===== src/inc/dhc_pkg.sv =====
`default_nettype none
package dhc_pkg;
    // ****************************************************************
    // Register map
    // ****************************************************************
    localparam logic [7:0]  DHC_OFS_ID         = 8'h00; // Identity word, read only
    localparam logic [7:0]  DHC_OFS_CTRL       = 8'h04; // debug_freeze_control
    localparam logic [7:0]  DHC_OFS_STATUS     = 8'h08; // Live state of the hold outputs
    localparam logic [31:0] DHC_ID_VALUE       = 32'h0000_0D1C; // Arbitrary identity value
    localparam logic [31:0] DHC_CTRL_RESET     = 32'h0000_0000; // Power-on value
    // Writable bits; reserved 31, 24:22, 7:6 and 4:3 read as zero
    localparam logic [31:0] DHC_CTRL_WMASK     = 32'h7E3F_FF27;
    localparam logic [31:0] DHC_RD_UNMAPPED    = 32'h0000_0000;

    // ****************************************************************
    // Field positions
    // ****************************************************************
    localparam int DHC_B_TIMER10   = 30;
    localparam int DHC_B_TIMER9    = 29;
    localparam int DHC_B_TIMER8    = 28;
    localparam int DHC_B_TIMER13   = 27;
    localparam int DHC_B_TIMER12   = 26;
    localparam int DHC_B_TIMER11   = 25;
    localparam int DHC_B_CAN_B     = 21;
    localparam int DHC_B_TIMER7    = 20;
    localparam int DHC_B_TIMER6    = 19;
    localparam int DHC_B_TIMER5    = 18;
    localparam int DHC_B_TIMER4    = 17;
    localparam int DHC_B_I2C_B     = 16;
    localparam int DHC_B_I2C_A     = 15;
    localparam int DHC_B_CAN_A     = 14;
    localparam int DHC_B_TIMER3    = 13;
    localparam int DHC_B_TIMER2    = 12;
    localparam int DHC_B_TIMER1    = 11;
    localparam int DHC_B_TIMER0    = 10;
    localparam int DHC_B_WWDG      = 9;
    localparam int DHC_B_FWDG      = 8;
    localparam int DHC_B_TRACE     = 5;
    localparam int DHC_B_STANDBY   = 2;
    localparam int DHC_B_DEEPSLEEP = 1;
    localparam int DHC_B_SLEEP     = 0;

    // ****************************************************************
    // Bus slave states
    // ****************************************************************
    typedef enum logic [0:0] {
        DHC_IDLE = 1'b0,
        DHC_ACK  = 1'b1
    } dhc_bus_e;
endpackage
`default_nettype wire


===== src/logic/dhc_debug_hold_control.sv =====
// Chosen here: the register offsets and the Wishbone slave port.
`timescale 1ns/1ps
`default_nettype none
module dhc_debug_hold_control (
    input  wire logic        clk_i,
    input  wire logic        rst_i,               // Power reset only
    // Wishbone classic slave
    input  wire logic        wb_cyc_i,
    input  wire logic        wb_stb_i,
    input  wire logic        wb_we_i,
    input  wire logic [7:0]  wb_adr_i,
    input  wire logic [3:0]  wb_sel_i,
    input  wire logic [31:0] wb_dat_i,
    output logic      [31:0] wb_dat_o,
    output logic             wb_ack_o,
    // Core and power mode status
    input  wire logic        core_halted_i,
    input  wire logic        sleep_mode_i,
    input  wire logic        deep_sleep_mode_i,
    input  wire logic        standby_mode_i,
    // Peripheral freeze outputs
    output logic             timer_zero_freeze_o,
    output logic             timer_one_freeze_o,
    output logic             timer_two_freeze_o,
    output logic             timer_three_freeze_o,
    output logic             timer_four_freeze_o,
    output logic             timer_five_freeze_o,
    output logic             timer_six_freeze_o,
    output logic             timer_seven_freeze_o,
    output logic             timer_eight_freeze_o,
    output logic             timer_nine_freeze_o,
    output logic             timer_ten_freeze_o,
    output logic             timer_eleven_freeze_o,
    output logic             timer_twelve_freeze_o,
    output logic             timer_thirteen_freeze_o,
    output logic             first_can_rx_freeze_o,
    output logic             second_can_rx_freeze_o,
    output logic             first_i2c_timeout_freeze_o,
    output logic             second_i2c_timeout_freeze_o,
    output logic             window_watchdog_freeze_o,
    output logic             free_watchdog_freeze_o,
    // Trace and low-power clock control
    output logic             trace_pin_allocate_o,
    output logic             keep_bus_clock_o,     // Bus clock not gated
    output logic             use_internal_rc_8mhz_clock_o, // Clocks from RC 8 MHz
    output logic             standby_exit_reset_o  // One-cycle system reset request
);
    import dhc_pkg::*;

    // ****************************************************************
    // Operating notes
    // ****************************************************************
    // The block is one software-owned control word plus gating.
    // Every freeze output is the control bit ANDed with the live
    // halt input; nothing about the halt is stored here.
    // Why not register the freeze outputs: a registered copy would
    // keep a timer frozen one cycle after the core resumes, and the
    // debugger would see a counter that lags the instruction stream.
    // The cost is a combinational path from core_halted_i to every
    // peripheral, so the halt source must itself be a flop.
    //
    // Bus timing, as seen by a classic master:
    //   edge 0: request sampled in idle, write lands, read data latched
    //   edge 1: ack sampled high, master takes data and lets go
    //   edge 2: slave back in idle, ack low again
    // A request still held at edge 1 is not taken twice, because the
    // slave only accepts new work from the idle state.
    //
    // Byte lanes are merged one byte at a time, so software may
    // update a single field group without a read-modify-write.
    // Reserved bits are masked on every write and read back as zero.
    // Limitation: a write to an unmapped offset is acked and dropped,
    // so software gets no error for a wrong address.
    //
    // Low-power keep bits act only while the matching mode is in
    // force; outside that mode they are stored but have no effect.
    // Sleep keeps the running bus clock, while deep sleep and
    // standby move the bus and system clocks to the RC source.
    // Leaving standby after the keep bit was seen raises a one-cycle
    // reset request for the system reset logic outside this block.
    //
    // Reset: rst_i is the power reset only. There is deliberately no
    // system reset input, so a debugger setup survives a system reset
    // and halt-after-reset sessions keep their freeze choices.
    //
    // Timer nine has a hold bit as well, wired like the others.

    // ****************************************************************
    // Control register and bus state
    // ****************************************************************
    logic [31:0] debug_freeze_control_r; // Software-owned control bits
    logic [31:0] ctrl_nxt;               // Value after a byte-lane write
    logic [31:0] freeze_w;               // Gated freeze vector
    dhc_bus_e    bus_state_r;            // Ack pacing
    logic        standby_keep_seen_r;    // Standby entered with keep set
    logic        standby_prev_r;         // Last sample of standby input
    logic        standby_reset_r;        // Registered reset request
    logic        bus_req;                // New request this cycle
    logic        wr_ctrl;                // Write hits the control word

    // ****************************************************************
    // Helper functions
    // ****************************************************************
    // Lane merge used for each byte of a write
    // Unselected lanes keep their old value
    function automatic logic [31:0] dhc_merge(input logic [31:0] old_v,
                                              input logic [31:0] new_v,
                                              input logic [3:0]  sel);
        logic [31:0] res;
        res = old_v;
        for (int i = 0; i < 4; i++) begin
            if (sel[i]) begin
                res[i*8 +: 8] = new_v[i*8 +: 8];
            end
        end
        return res;
    endfunction

    // ****************************************************************
    // Request decode
    // ****************************************************************
    // Request only in idle, so ack drops the cycle after it was given
    // Address is compared in full; no aliasing of the control word
    assign bus_req = wb_cyc_i && wb_stb_i && (bus_state_r == DHC_IDLE);
    assign wr_ctrl = bus_req && wb_we_i && (wb_adr_i == DHC_OFS_CTRL);

    // Reserved bits are dropped, so a careless write cannot set them
    assign ctrl_nxt = dhc_merge(debug_freeze_control_r, wb_dat_i, wb_sel_i)
                      & DHC_CTRL_WMASK;

    // ****************************************************************
    // Bus slave: one wait state, ack is a one-cycle pulse
    // ****************************************************************
    always_ff @(posedge clk_i) begin
        if (rst_i) begin
            bus_state_r <= DHC_IDLE;
        end else begin
            case (bus_state_r)
                DHC_IDLE: begin
                    if (bus_req) begin
                        bus_state_r <= DHC_ACK;
                    end
                end
                DHC_ACK: begin
                    bus_state_r <= DHC_IDLE;
                end
                default: begin
                    bus_state_r <= DHC_IDLE;
                end
            endcase
        end
    end

    assign wb_ack_o = (bus_state_r == DHC_ACK);

    // Ack decoded from the state flop, so it is glitch free

    // ****************************************************************
    // Control register
    // ****************************************************************
    // Only bus writes touch it; no hardware event sets or clears bits
    // Power reset is the sole other way back to zero
    always_ff @(posedge clk_i) begin
        if (rst_i) begin
            debug_freeze_control_r <= DHC_CTRL_RESET;
        end else if (wr_ctrl) begin
            debug_freeze_control_r <= ctrl_nxt;
        end
    end

    // ****************************************************************
    // Read path
    // ****************************************************************
    // Read data latched with the request, held through ack
    // Status shows the live gated vector, useful to confirm a freeze
    // Data output keeps the last read value between reads
    always_ff @(posedge clk_i) begin
        if (rst_i) begin
            wb_dat_o <= DHC_RD_UNMAPPED;
        end else if (bus_req && !wb_we_i) begin
            case (wb_adr_i)
                DHC_OFS_ID:     wb_dat_o <= DHC_ID_VALUE;
                DHC_OFS_CTRL:   wb_dat_o <= debug_freeze_control_r;
                DHC_OFS_STATUS: wb_dat_o <= freeze_w;
                default:        wb_dat_o <= DHC_RD_UNMAPPED; // Unmapped reads zero
            endcase
        end
    end

    // ****************************************************************
    // Freeze gating
    // ****************************************************************
    dhc_freeze_gate u_gate (
        .ctrl_i        (debug_freeze_control_r),
        .core_halted_i (core_halted_i),
        .freeze_o      (freeze_w)
    );

    // Upper timer group
    assign timer_eight_freeze_o    = freeze_w[DHC_B_TIMER8];
    assign timer_thirteen_freeze_o = freeze_w[DHC_B_TIMER13];
    assign timer_twelve_freeze_o   = freeze_w[DHC_B_TIMER12];
    assign timer_eleven_freeze_o   = freeze_w[DHC_B_TIMER11];
    // Middle timer group
    assign timer_seven_freeze_o    = freeze_w[DHC_B_TIMER7];
    assign timer_six_freeze_o      = freeze_w[DHC_B_TIMER6];
    assign timer_five_freeze_o     = freeze_w[DHC_B_TIMER5];
    assign timer_four_freeze_o     = freeze_w[DHC_B_TIMER4];
    // Lower timer group, then timers nine and ten from the top bits
    assign timer_three_freeze_o    = freeze_w[DHC_B_TIMER3];
    assign timer_two_freeze_o      = freeze_w[DHC_B_TIMER2];
    assign timer_one_freeze_o      = freeze_w[DHC_B_TIMER1];
    assign timer_zero_freeze_o     = freeze_w[DHC_B_TIMER0];
    assign timer_nine_freeze_o     = freeze_w[DHC_B_TIMER9];
    assign timer_ten_freeze_o      = freeze_w[DHC_B_TIMER10];
    // Receive paths and serial timeouts
    // A frozen receiver drops frames; the debugger accepts that loss
    assign second_can_rx_freeze_o  = freeze_w[DHC_B_CAN_B];
    assign first_can_rx_freeze_o   = freeze_w[DHC_B_CAN_A];
    assign second_i2c_timeout_freeze_o = freeze_w[DHC_B_I2C_B];
    assign first_i2c_timeout_freeze_o  = freeze_w[DHC_B_I2C_A];
    // Watchdogs: without these a halted core would be reset
    assign window_watchdog_freeze_o = freeze_w[DHC_B_WWDG];
    assign free_watchdog_freeze_o   = freeze_w[DHC_B_FWDG];

    // ****************************************************************
    // Trace and low-power clock keep
    // ****************************************************************
    // Trace allocation is a plain level, independent of halt
    assign trace_pin_allocate_o = debug_freeze_control_r[DHC_B_TRACE];

    // Bus clock stays on in any mode whose keep bit is set
    assign keep_bus_clock_o =
        (sleep_mode_i      && debug_freeze_control_r[DHC_B_SLEEP])     ||
        (deep_sleep_mode_i && debug_freeze_control_r[DHC_B_DEEPSLEEP]) ||
        (standby_mode_i    && debug_freeze_control_r[DHC_B_STANDBY]);

    // Sleep keeps the running clock; the deeper modes swap to the RC source
    assign use_internal_rc_8mhz_clock_o =
        (deep_sleep_mode_i && debug_freeze_control_r[DHC_B_DEEPSLEEP]) ||
        (standby_mode_i    && debug_freeze_control_r[DHC_B_STANDBY]);

    // ****************************************************************
    // Standby exit reset request
    // ****************************************************************
    // Track standby entry with keep set, to request reset on exit
    // The request is one cycle; the reset logic outside must stretch it
    always_ff @(posedge clk_i) begin
        if (rst_i) begin
            standby_prev_r      <= 1'b0;
            standby_keep_seen_r <= 1'b0;
            standby_reset_r     <= 1'b0;
        end else begin
            standby_prev_r  <= standby_mode_i;
            standby_reset_r <= 1'b0;
            if (standby_mode_i && debug_freeze_control_r[DHC_B_STANDBY]) begin
                standby_keep_seen_r <= 1'b1;
            end else if (standby_prev_r && !standby_mode_i) begin
                // Exit edge: pulse reset if standby was held
                standby_reset_r     <= standby_keep_seen_r;
                standby_keep_seen_r <= 1'b0;
            end
        end
    end

    assign standby_exit_reset_o = standby_reset_r;
endmodule
`default_nettype wire


===== src/logic/dhc_freeze_gate.sv =====
`timescale 1ns/1ps
`default_nettype none
// ****************************************************************
// Freeze gate: control bit qualified by the live halt input
// ****************************************************************
module dhc_freeze_gate (
    input  wire logic [31:0] ctrl_i,
    input  wire logic        core_halted_i,
    output logic      [31:0] freeze_o
);
    // Pure AND, so release follows the core resuming at once
    assign freeze_o = ctrl_i & {32{core_halted_i}};
endmodule
`default_nettype wire


===== config.mk =====
export PLATFORM = sky130hd
export DESIGN_NAME = dhc_debug_hold_control
export DESIGN_NICKNAME = d
export VERILOG_FILES = /design/src/inc/dhc_pkg.sv /design/src/logic/dhc_debug_hold_control.sv /design/src/logic/dhc_freeze_gate.sv
export SDC_FILE = /design/constraint.sdc
export NUM_CORES = 1
export LEC_CHECK = 0
export BUFFER_PORTS_ARGS = -buffer_cell sky130_fd_sc_hd__buf_2
export CORE_MARGIN = 2
export CORE_UTILIZATION = 50
export CTS_CLUSTER_DIAMETER = 30
export DETAILED_ROUTE_END_ITERATION = 8
export PLACE_DENSITY = 0.85
export SLEW_MARGIN = 20
export SYNTH_ARGS = -nofsm -noshare
export SYNTH_HDL_FRONTEND = slang
export SYNTH_SLANG_ARGS = --single-unit

===== constraint.sdc =====
create_clock -name clk_i -period 3.8 [get_ports clk_i]
set_input_delay 0.19 -clock clk_i [delete_from_list [all_inputs] [get_ports clk_i]]
set_output_delay 0.19 -clock clk_i [all_outputs]
set_load 0.02 [all_outputs]

==> results of run 1 <==
[critical path: stages (launching register included)]
cell	delay [ns]
dfxtp_1	0.33
nand3b_2	0.38
nor4_4	0.82
mux2i_1	0.26
[per-layer routing]
layer,part of all wire,vias up,global-route usage,wire length (µm)
li1,-,1046,-,-
met1,0.46,981,0.295,2570
met2,0.46,78,0.346,2580
met3,0.063,4,0.0562,353
met4,0.0099,0,0.0741,55
met5,0,-,0,0
[per-stage QoR]
| stage | hold WS (ns) | std cells | util | cell area [µm²] | power (mW) |
|---|---|---|---|---|---|
| final | 0.125 | 396 | 0.638 | 2980 | 1.02 |
| after floorplan | 0.318 | 261 | - | 2420 | 0.615 |
| after global placement | 0.438 | 388 | 0.613 | 2860 | 0.643 |
| after detailed placement | 0.444 | 388 | 0.613 | 2860 | 0.644 |
| after CTS | 0.117 | 396 | 0.638 | 2980 | 1.03 |
| after global routing | 0.121 | 396 | 0.638 | 2980 | 1.06 |
[power breakdown]
part | total, mW | internal (mW) | switching [mW] | leakage (nW)
clock network | 0.393 | 0.215 | 0.178 | 0.0585
registers | 0.556 | 0.556 | 0.000436 | 0.427
logic | 0.0749 | 0.0264 | 0.0485 | 0.963
[layout make-up]
class                           instances  area, µm²
Clock buffer                            7       86.3
Fill cell                             379       1690
Inverter                                2       7.51
Tap cell                               54       67.6
Sequential cell                        53       1060
Clock inverter                          1       30.0
Multi-Input combinational cell        181       1220
Timing Repair Buffer                   98        498
[final timing paths]
| check | from | cells past startpoint | end |
|---|---|---|---|
| max | wb_ack_o | 3 | debug_freeze_control_r[8] |
| min | wb_dat_i[25] | 3 | debug_freeze_control_r[25] |
| max reg2reg | wb_ack_o | 3 | debug_freeze_control_r[8] |
| min reg2reg | wb_dat_o[4] | 2 | wb_dat_o[4] |
[flip-flops by register name (all words and copies together) (netlist names)]
| name | flops |
|---|---|
| debug_freeze_control_r | 24 |
| standby_exit_reset_o | 1 |
| standby_keep_seen_r | 1 |
| standby_prev_r | 1 |
| wb_ack_o | 1 |
| wb_dat_o | 25 |
[logic make-up after synthesis]
family	Yosys count	share of synthesized area
AO/OA/AOI/OAI	30	0.104
buffers and inverters	27	0.0574
flip-flops	53	0.442
multiplexers	24	0.100
other	1	0.00156
AND/OR/NAND/NOR	121	0.295
[cells in the final DEF, fill, tap and decap left out, types with 2 or more instances in the layout]
cell type   n
conb_1      6
nand2_1    48
nor2_1      8
nand2b_1    4
o31ai_1     4
mux2i_1    24
a31o_2     19
nor4_4      4
dfxtp_1    53
and3_1     19
clkbuf_8    6
and2_1     20
buf_2      95
buf_4       3
nand3_1     4
nand4b_1    4
a21oi_1     2
==> out/qor.txt, run 1 <==
Root buf cell - clkbuf_8
Routed wire length - 5570 µm
Vias per cell - 5.33
Setup CP Type - reg -> reg
Number of global-route vias before repair - 1978
Synth Flop Type - dfxtp_1
Synth top area cells - dfxtp_1 (44%), mux2i_1 (10%), nand2_1 (7.5%)
Final Skew - 0.00684 ns
H-tree lvl count - 2
Reg2reg setup slack - 1.93 ns
Final HPWL DP - 3730 µm
GRT overflow - 0
Initial antenna violation count - 0
Synth Cell Area - 0.00240 mm²
PwrDens - 344 mW/mm²
Warnings, synthesis - 0
Nets - 394
Pre-Repair DR Iteration Count - 4
Arrival time worst endpoint - 2.10 ns
Final critical-path setup slack - 1.93 ns
RSZ-0062 raised after global routing - false
Syn Area/Cell - 9.37 µm²
Final setup fails - 0
# IOs - 110
Status - completed
Syn-to-layout area delta - 24.0%
First-pass GRT wire length - 9220 µm
Share of cells above drive strength 1 - 0.395
Synth area leader - dfxtp_1
Longest Clk Path Bufs - 2
Most instantiated cells after synthesis - dfxtp_1 (53), nand2_1 (48), mux2i_1 (24)
Hold_buf cts - 0
Clk sinks - 53
Hold Violations, Final - 0
Total number of vias - 2109
Crit path capture type - register
Worst-skew pair later-pin latency - 0.30 ns
Mapped Cells - 256
Die area - 0.00537 mm²
Die H - 73.3 µm
Row count - 25
Largest net degree at the start of global routing - 72
Post CTS Setup Buffer Count - 0
Max-capacitance violation count - 0
Hold Path Class - in -> reg
CP required - 4.03 ns
RePlAce Congestion - 0.844
Final period util - 0.491
Total track usage - 0.220
Yosys reg bits - 53
Setup tns final - 0 ns
Yosys top cell area share - 0.442
Routed len/inst - 14.1 µm
Ant diodes - 0
Drc violations - 0
Number of port buffers - 95
Post-synth ARST share - 0
Tmin final - 1.87 ns
Worst Setup Slack post-DPL - 1.83 ns
Fmax achieved - 0.536 GHz
Slew of the pin with the lowest slew margin - 1.01 ns
Core area - 0.00466 mm²
DR iter-0 viols - 145
Number of flops mapped to enable cells by yosys - 0
Slew HR - 0.330
Max IR drop VDD - 206 µV
Pins Over Slew Limit - 0
Static Leakage - 1.45 nW
Antenna viol nets, final - 0
CP Launch Type - register
Clock transition at path regs - 0.10 ns
Initial core utilization - 0.515
CTS tree - yes
Die X - 73.3 µm
Library cells used by synthesis - 34
Post-synthesis sequential area ratio - 0.442
Post-CTS sizing - 0
CTS buffer count - 5
Most common cell in the netlist - dfxtp_1
Critical-path maximum fanout - 8
Power figures use the tool's default switching activity.
==> run 2: changes to the inputs <==
- CORE_UTILIZATION: 50 -> 46
- PLACE_DENSITY: 0.85 -> 0.79
- clock period: 3.8 -> 1.8 ns (I/O delays scaled with it)
==> out/qor.txt, run 2 (same netlist as run 1, synthesis figures left out) <==
Final Skew - 0.00505 ns (-0.00178 ns)
Detail Route met2 WL - 2710 µm (+5.0%)
Top sig layer - met4
Row count - 26 (+4.0%)
PwrDens - 660 mW/mm² (+92%)
Internal - 1.54 mW (+93%)
Hold Path Class - in -> reg
Post-CTS sizing - 0 (unchanged)
Antenna viol nets, final - 0 (unchanged)
Met1 WL - 2510 µm (-2.6%)
Clk sinks - 53 (unchanged)
Net switching fraction of the power - 0.234 (+0.0126)
Vias per cell - 5.10 (-4.2%)
Share of cells above drive strength 1 - 0.411 (+0.0167)
Initial antenna violation count - 0 (unchanged)
Final setup fails - 0 (unchanged)
Filler Cells Inserted - 452 (+19%)
Max IR drop VDD - 578 µV (+180%)
Final HPWL DP - 4110 µm (+10%)
Tmin final - 1.61 ns (-0.254 ns)
Routed len/inst - 13.5 µm (-3.7%)
Most flop-heavy register - wb_dat_o
Drc violations - 0 (unchanged)
Critical-path top delay cell - nor4_4
Arrival time worst endpoint - 1.85 ns (-0.25 ns)
CTS tree - yes
Number of port buffers - 95 (unchanged)
Combinational Power Share - 0.082 (+0.009)
Ant diodes - 0 (unchanged)
Longest Clk Path Bufs - 2 (unchanged)
Core area - 0.00507 mm² (+8.9%)
H-tree lvl count - 2 (unchanged)
Crit path capture type - register
Total number of vias - 2143 (+1.6%)
Max reg flops - 25 (unchanged)
Top Registers - wb_dat_o (25), debug_freeze_control_r (24)
Pins Over Slew Limit - 0 (unchanged)
Number of global-route vias before repair - 1974 (-0.20%)
Die area - 0.00581 mm² (+8.2%)
Final period util - 0.896 (+0.405)
Static Leakage - 1.48 nW (+2.3%)
Net Switching - 0.471 mW (+110%)
Commonest non-fill, non-tap cell in the layout - buf_2
Clock transition at path regs - 0.09 ns (about the same)
DR iter-0 viols - 104 (-28%)
Max incr delay on CP - 0.43 ns (-0.39 ns)
Clock power frac - 0.334 (-0.050)
Max-capacitance violation count - 0 (unchanged)
Nets - 403 (+2.3%)
RSZ-0062 raised after global routing - false
RePlAce Congestion - 0.849 (+0.51%)
Hold_buf cts - 0 (unchanged)
Largest net degree at the start of global routing - 45 (-38%)
Pre-Repair DR Iteration Count - 4 (unchanged)
Total track usage - 0.198 (-0.0216)
Worst-skew pair later-pin latency - 0.30 ns (about the same)
WL met3 - 366 µm (+3.7%)
Status - completed
# IOs - 110 (unchanged)
Power share of the sequential group - 0.584 (+0.041)
GRT overflow - 0 (unchanged)
Routed wire length - 5690 µm (+2.1%)
Die X - 76.2 µm (+4.0%)
Critical-path maximum fanout - 7 (-1)
CP Launch Type - register
Die H - 76.2 µm (+4.0%)
First-pass GRT wire length - 9430 µm (+2.3%)
Hold Violations, Final - 0 (unchanged)
Fmax achieved - 0.620 GHz (+16%)
Most frequent cells in the layout - buf_2 (95), dfxtp_1 (53), nand2_1 (48)
Root buf cell - clkbuf_8
CP required - 2.04 ns (-1.99 ns)
CTS buffer count - 5 (unchanged)
Initial core utilization - 0.473 (-0.0420)
Tot Pwr - 2.01 mW (+96%)
Setup CP Type - reg -> reg
Syn-to-layout area delta - 27.1%
Worst path cell trace - nand3b_2, nor4_4, buf_4, mux2i_1
Post CTS Setup Buffer Count - 0 (unchanged)
Setup tns final - 0 ns (unchanged)
==> run 2: path summary, 6_finish.rpt <==
check	from	end	slack [ns]	cells past startpoint
min reg2reg	debug_freeze_control_r[27]	debug_freeze_control_r[27]	0.47	2
max reg2reg	wb_ack_o	debug_freeze_control_r[12]	0.19	4
max	wb_ack_o	debug_freeze_control_r[12]	0.19	4
min	wb_dat_i[0]	debug_freeze_control_r[0]	0.02	3
==> run 2: stage by stage <==
stage / instance area [µm²] / hold slack (ns) / setup WS, ns / cells / util
global placement: 2960 / 0.338 / 0.200 / 413 / 0.583
CTS: 3050 / 0.0157 / 0.173 / 420 / 0.601
finish: 3050 / 0.0225 / 0.188 / 420 / 0.601
detailed placement: 2960 / 0.345 / 0.172 / 413 / 0.583
global route: 3050 / 0.0180 / 0.108 / 420 / 0.601
floorplan: 2420 / 0.218 / 0.0972 / 261 / -
==> run 2: layout make-up <==
cell class | count | area, µm² | area share
Clock inverter | 1 | 7.51 | 0.00246
Sequential cell | 53 | 1060 | 0.348
Clock buffer | 6 | 82.6 | 0.0271
Multi-Input combinational cell | 181 | 1220 | 0.402
Timing Repair Buffer | 107 | 578 | 0.190
Tap cell | 70 | 87.6 | 0.0287
Inverter | 2 | 7.51 | 0.00246
==> run 2: worst max-delay path, delay by kind of cell (launching register included) <==
family | cells | cell delay [ns]
DFF | 1 | 0.32
buffers and inverters | 1 | 0.23
muxes | 1 | 0.18
and+or+nand+nor | 2 | 0.82
==> run 2: power groups by stage <==
stage / sequential, mW / combinational [mW] / clock, mW
6_report: 1.17 / 0.166 / 0.671
5_1_grt: 1.18 / 0.183 / 0.738
4_1_cts: 1.17 / 0.166 / 0.699
3_5_place_dp: 1.20 / 0.166 / 0
3_3_place_gp: 1.20 / 0.163 / 0
2_1_floorplan: 1.20 / 0.0961 / 0
==> run 2: per-layer routing <==
metal  GRT usage  up-vias
li1            -     1062
met2       0.328       81
met4      0.0655        0
met1       0.259      990
met5           0        -
met3      0.0415       10
==> run 3: changes to the inputs <==
- CORE_MARGIN: 2 -> 3
- PLACE_DENSITY: 0.79 -> unset
- PLACE_DENSITY_LB_ADDON: unset -> 0.2
- SLEW_MARGIN: 20 -> 10
==> out/qor.txt, run 3 (same netlist as run 1, synthesis figures left out) <==
Reg2reg path depth - 3 (-1)
Commonest non-fill, non-tap cell in the layout - buf_2
Most frequent cells in the layout - buf_2 (95), dfxtp_1 (53), nand2_1 (48)
Number of port buffers - 95 (unchanged)
Fin util - 0.623 (+0.0222)
Arrival time worst endpoint - 1.80 ns (-0.05 ns)
CTS tree - yes
GRT overflow - 0 (unchanged)
Filler Cells Inserted - 453 (+0.22%)
First-pass GRT wire length - 9190 µm (-2.6%)
Nets - 401 (-0.50%)
Drc violations - 0 (unchanged)
Initial core utilization - 0.492 (+0.0189)
Hold Path Class - in -> reg
Final Skew - 0.0126 ns (+0.00753 ns)
Ant diodes - 0 (unchanged)
Final setup fails - 0 (unchanged)
Worst-skew pair later-pin latency - 0.30 ns (about the same)
Setup CP Type - reg -> reg
Final period util - 0.885 (-0.0110)
Hold depth - 3 (unchanged)
Antenna viol nets, final - 0 (unchanged)
Non-filler cells, final - 416 (-0.95%)
Top Registers - wb_dat_o (25), debug_freeze_control_r (24)
Die H - 78.2 µm (+2.6%)
PwrDens - 656 mW/mm² (-0.52%)
Pre-Repair DR Iteration Count - 4 (unchanged)
Clk sinks - 53 (unchanged)
Most flop-heavy register - wb_dat_o
Reg2reg setup slack - 0.21 ns (+0.02 ns)
Initial antenna violation count - 0 (unchanged)
Tmin final - 1.59 ns (-0.0199 ns)
Static Leakage - 1.47 nW (-0.74%)
Routed len/inst - 13.6 µm (+0.50%)
Crit path capture type - register
Status - completed
Vias per cell - 4.95 (-3.0%)
Number of global-route vias before repair - 1958 (-0.81%)
Routed wire length - 5660 µm (-0.46%)
Root buf cell - clkbuf_8
Hold_sp - wb_dat_i[25]
Fmax achieved - 0.628 GHz (+1.2%)
Row count - 25 (-3.8%)
Syn-to-layout area delta - 26.7%
Core area - 0.00488 mm² (-3.8%)
Placed Cells - 408 (-1.2%)
Share of cells above drive strength 1 - 0.407 (-0.00455)
Hold path endpoint - debug_freeze_control_r[25]
DR iter-0 viols - 62 (-40%)
Max IR drop VDD - 518 µV (-10%)
Post-CTS sizing - 0 (unchanged)
Critical-path maximum fanout - 7 (unchanged)
Post CTS Setup Buffer Count - 0 (unchanged)
Hold_buf cts - 0 (unchanged)
Largest net degree at the start of global routing - 34 (-24%)
# IOs - 110 (unchanged)
CP required - 2.00 ns (-0.04 ns)
H-tree lvl count - 2 (unchanged)
RSZ-0062 raised after global routing - false
Setup tns final - 0 ns (unchanged)
Pins Over Slew Limit - 0 (unchanged)
Longest Clk Path Bufs - 2 (unchanged)
RePlAce Congestion - 0.761 (-10%)
Final HPWL DP - 3970 µm (-3.2%)
Clock transition at path regs - 0.10 ns (about the same)
Max reg flops - 25 (unchanged)
CTS buffer count - 5 (unchanged)
Total track usage - 0.185 (-0.0134)
Die X - 78.2 µm (+2.6%)
Total number of vias - 2059 (-3.9%)
FF-to-FF End - wb_dat_o[2]
Hold Violations, Final - 0 (unchanged)
CP Launch Type - register
Die area - 0.00612 mm² (+5.3%)
Max-capacitance violation count - 0 (unchanged)
FF-to-FF Start - wb_ack_o
[run 3: cell types whose count changed in the layout (fill, tap and decap cells not counted), sizes merged]
cell      previous run  this run
buf                107       105
clkinvlp             1         2
[run 3: area by class of cell]
cell class / count / area, µm² / share of cell area
inverter: 2 / 7.51 / 0.00247
multi-input combinational: 181 / 1220 / 0.403
tap: 67 / 83.8 / 0.0276
clock inverter: 2 / 15.0 / 0.00494
clock buffer: 6 / 72.6 / 0.0239
sequential: 53 / 1060 / 0.349
timing repair buffer: 105 / 576 / 0.189
[run 3: routing by layer]
layer,global-route usage,part of all wire,vias to the layer above
li1,-,-,1062
met1,0.229,0.44,935
met3,0.0493,0.064,6
met2,0.316,0.48,56
met5,0,0,-
met4,0.0542,0.012,0
[run 3: critical path, stage by stage, from the launching register on]
cell	delay, ns
dfxtp_1	0.33
nand3b_2	0.39
or3_1	0.49
o31ai_1	0.29
[run 3: where the power goes]
part | leakage (nW) | internal [mW] | total, mW | switching [mW]
sequential | 0.427 | 1.17 | 1.17 | 0.000943
clock | 0.0374 | 0.275 | 0.655 | 0.380
combinational | 1.01 | 0.0628 | 0.166 | 0.103
[run 3: worst max path at each step]
stage / from / end / slack (ns) / depth (start not counted)
final: wb_ack_o / wb_dat_o[2] / 0.21 / 3
after detailed placement: wb_adr_i[5] / wb_dat_o[2] / 0.21 / 4
after global routing: wb_ack_o / debug_freeze_control_r[5] / 0.12 / 3
after CTS: wb_ack_o / wb_dat_o[2] / 0.20 / 3
after global placement: wb_adr_i[5] / debug_freeze_control_r[5] / 0.25 / 4
after floorplan: wb_ack_o / wb_dat_o[0] / 0.1 / 4
[run 3: stage by stage]
stage | total power, mW | area (µm²) | hold WS (ns) | worst slack (ns)
3_5_place_dp | 1.37 | 2950 | 0.342 | 0.214
6_report | 1.99 | 3040 | 0.0187 | 0.208
2_1_floorplan | 1.30 | 2420 | 0.218 | 0.0972
5_1_grt | 2.07 | 3040 | 0.0174 | 0.117
4_1_cts | 2.01 | 3040 | 0.0136 | 0.200
3_3_place_gp | 1.36 | 2950 | 0.339 | 0.250
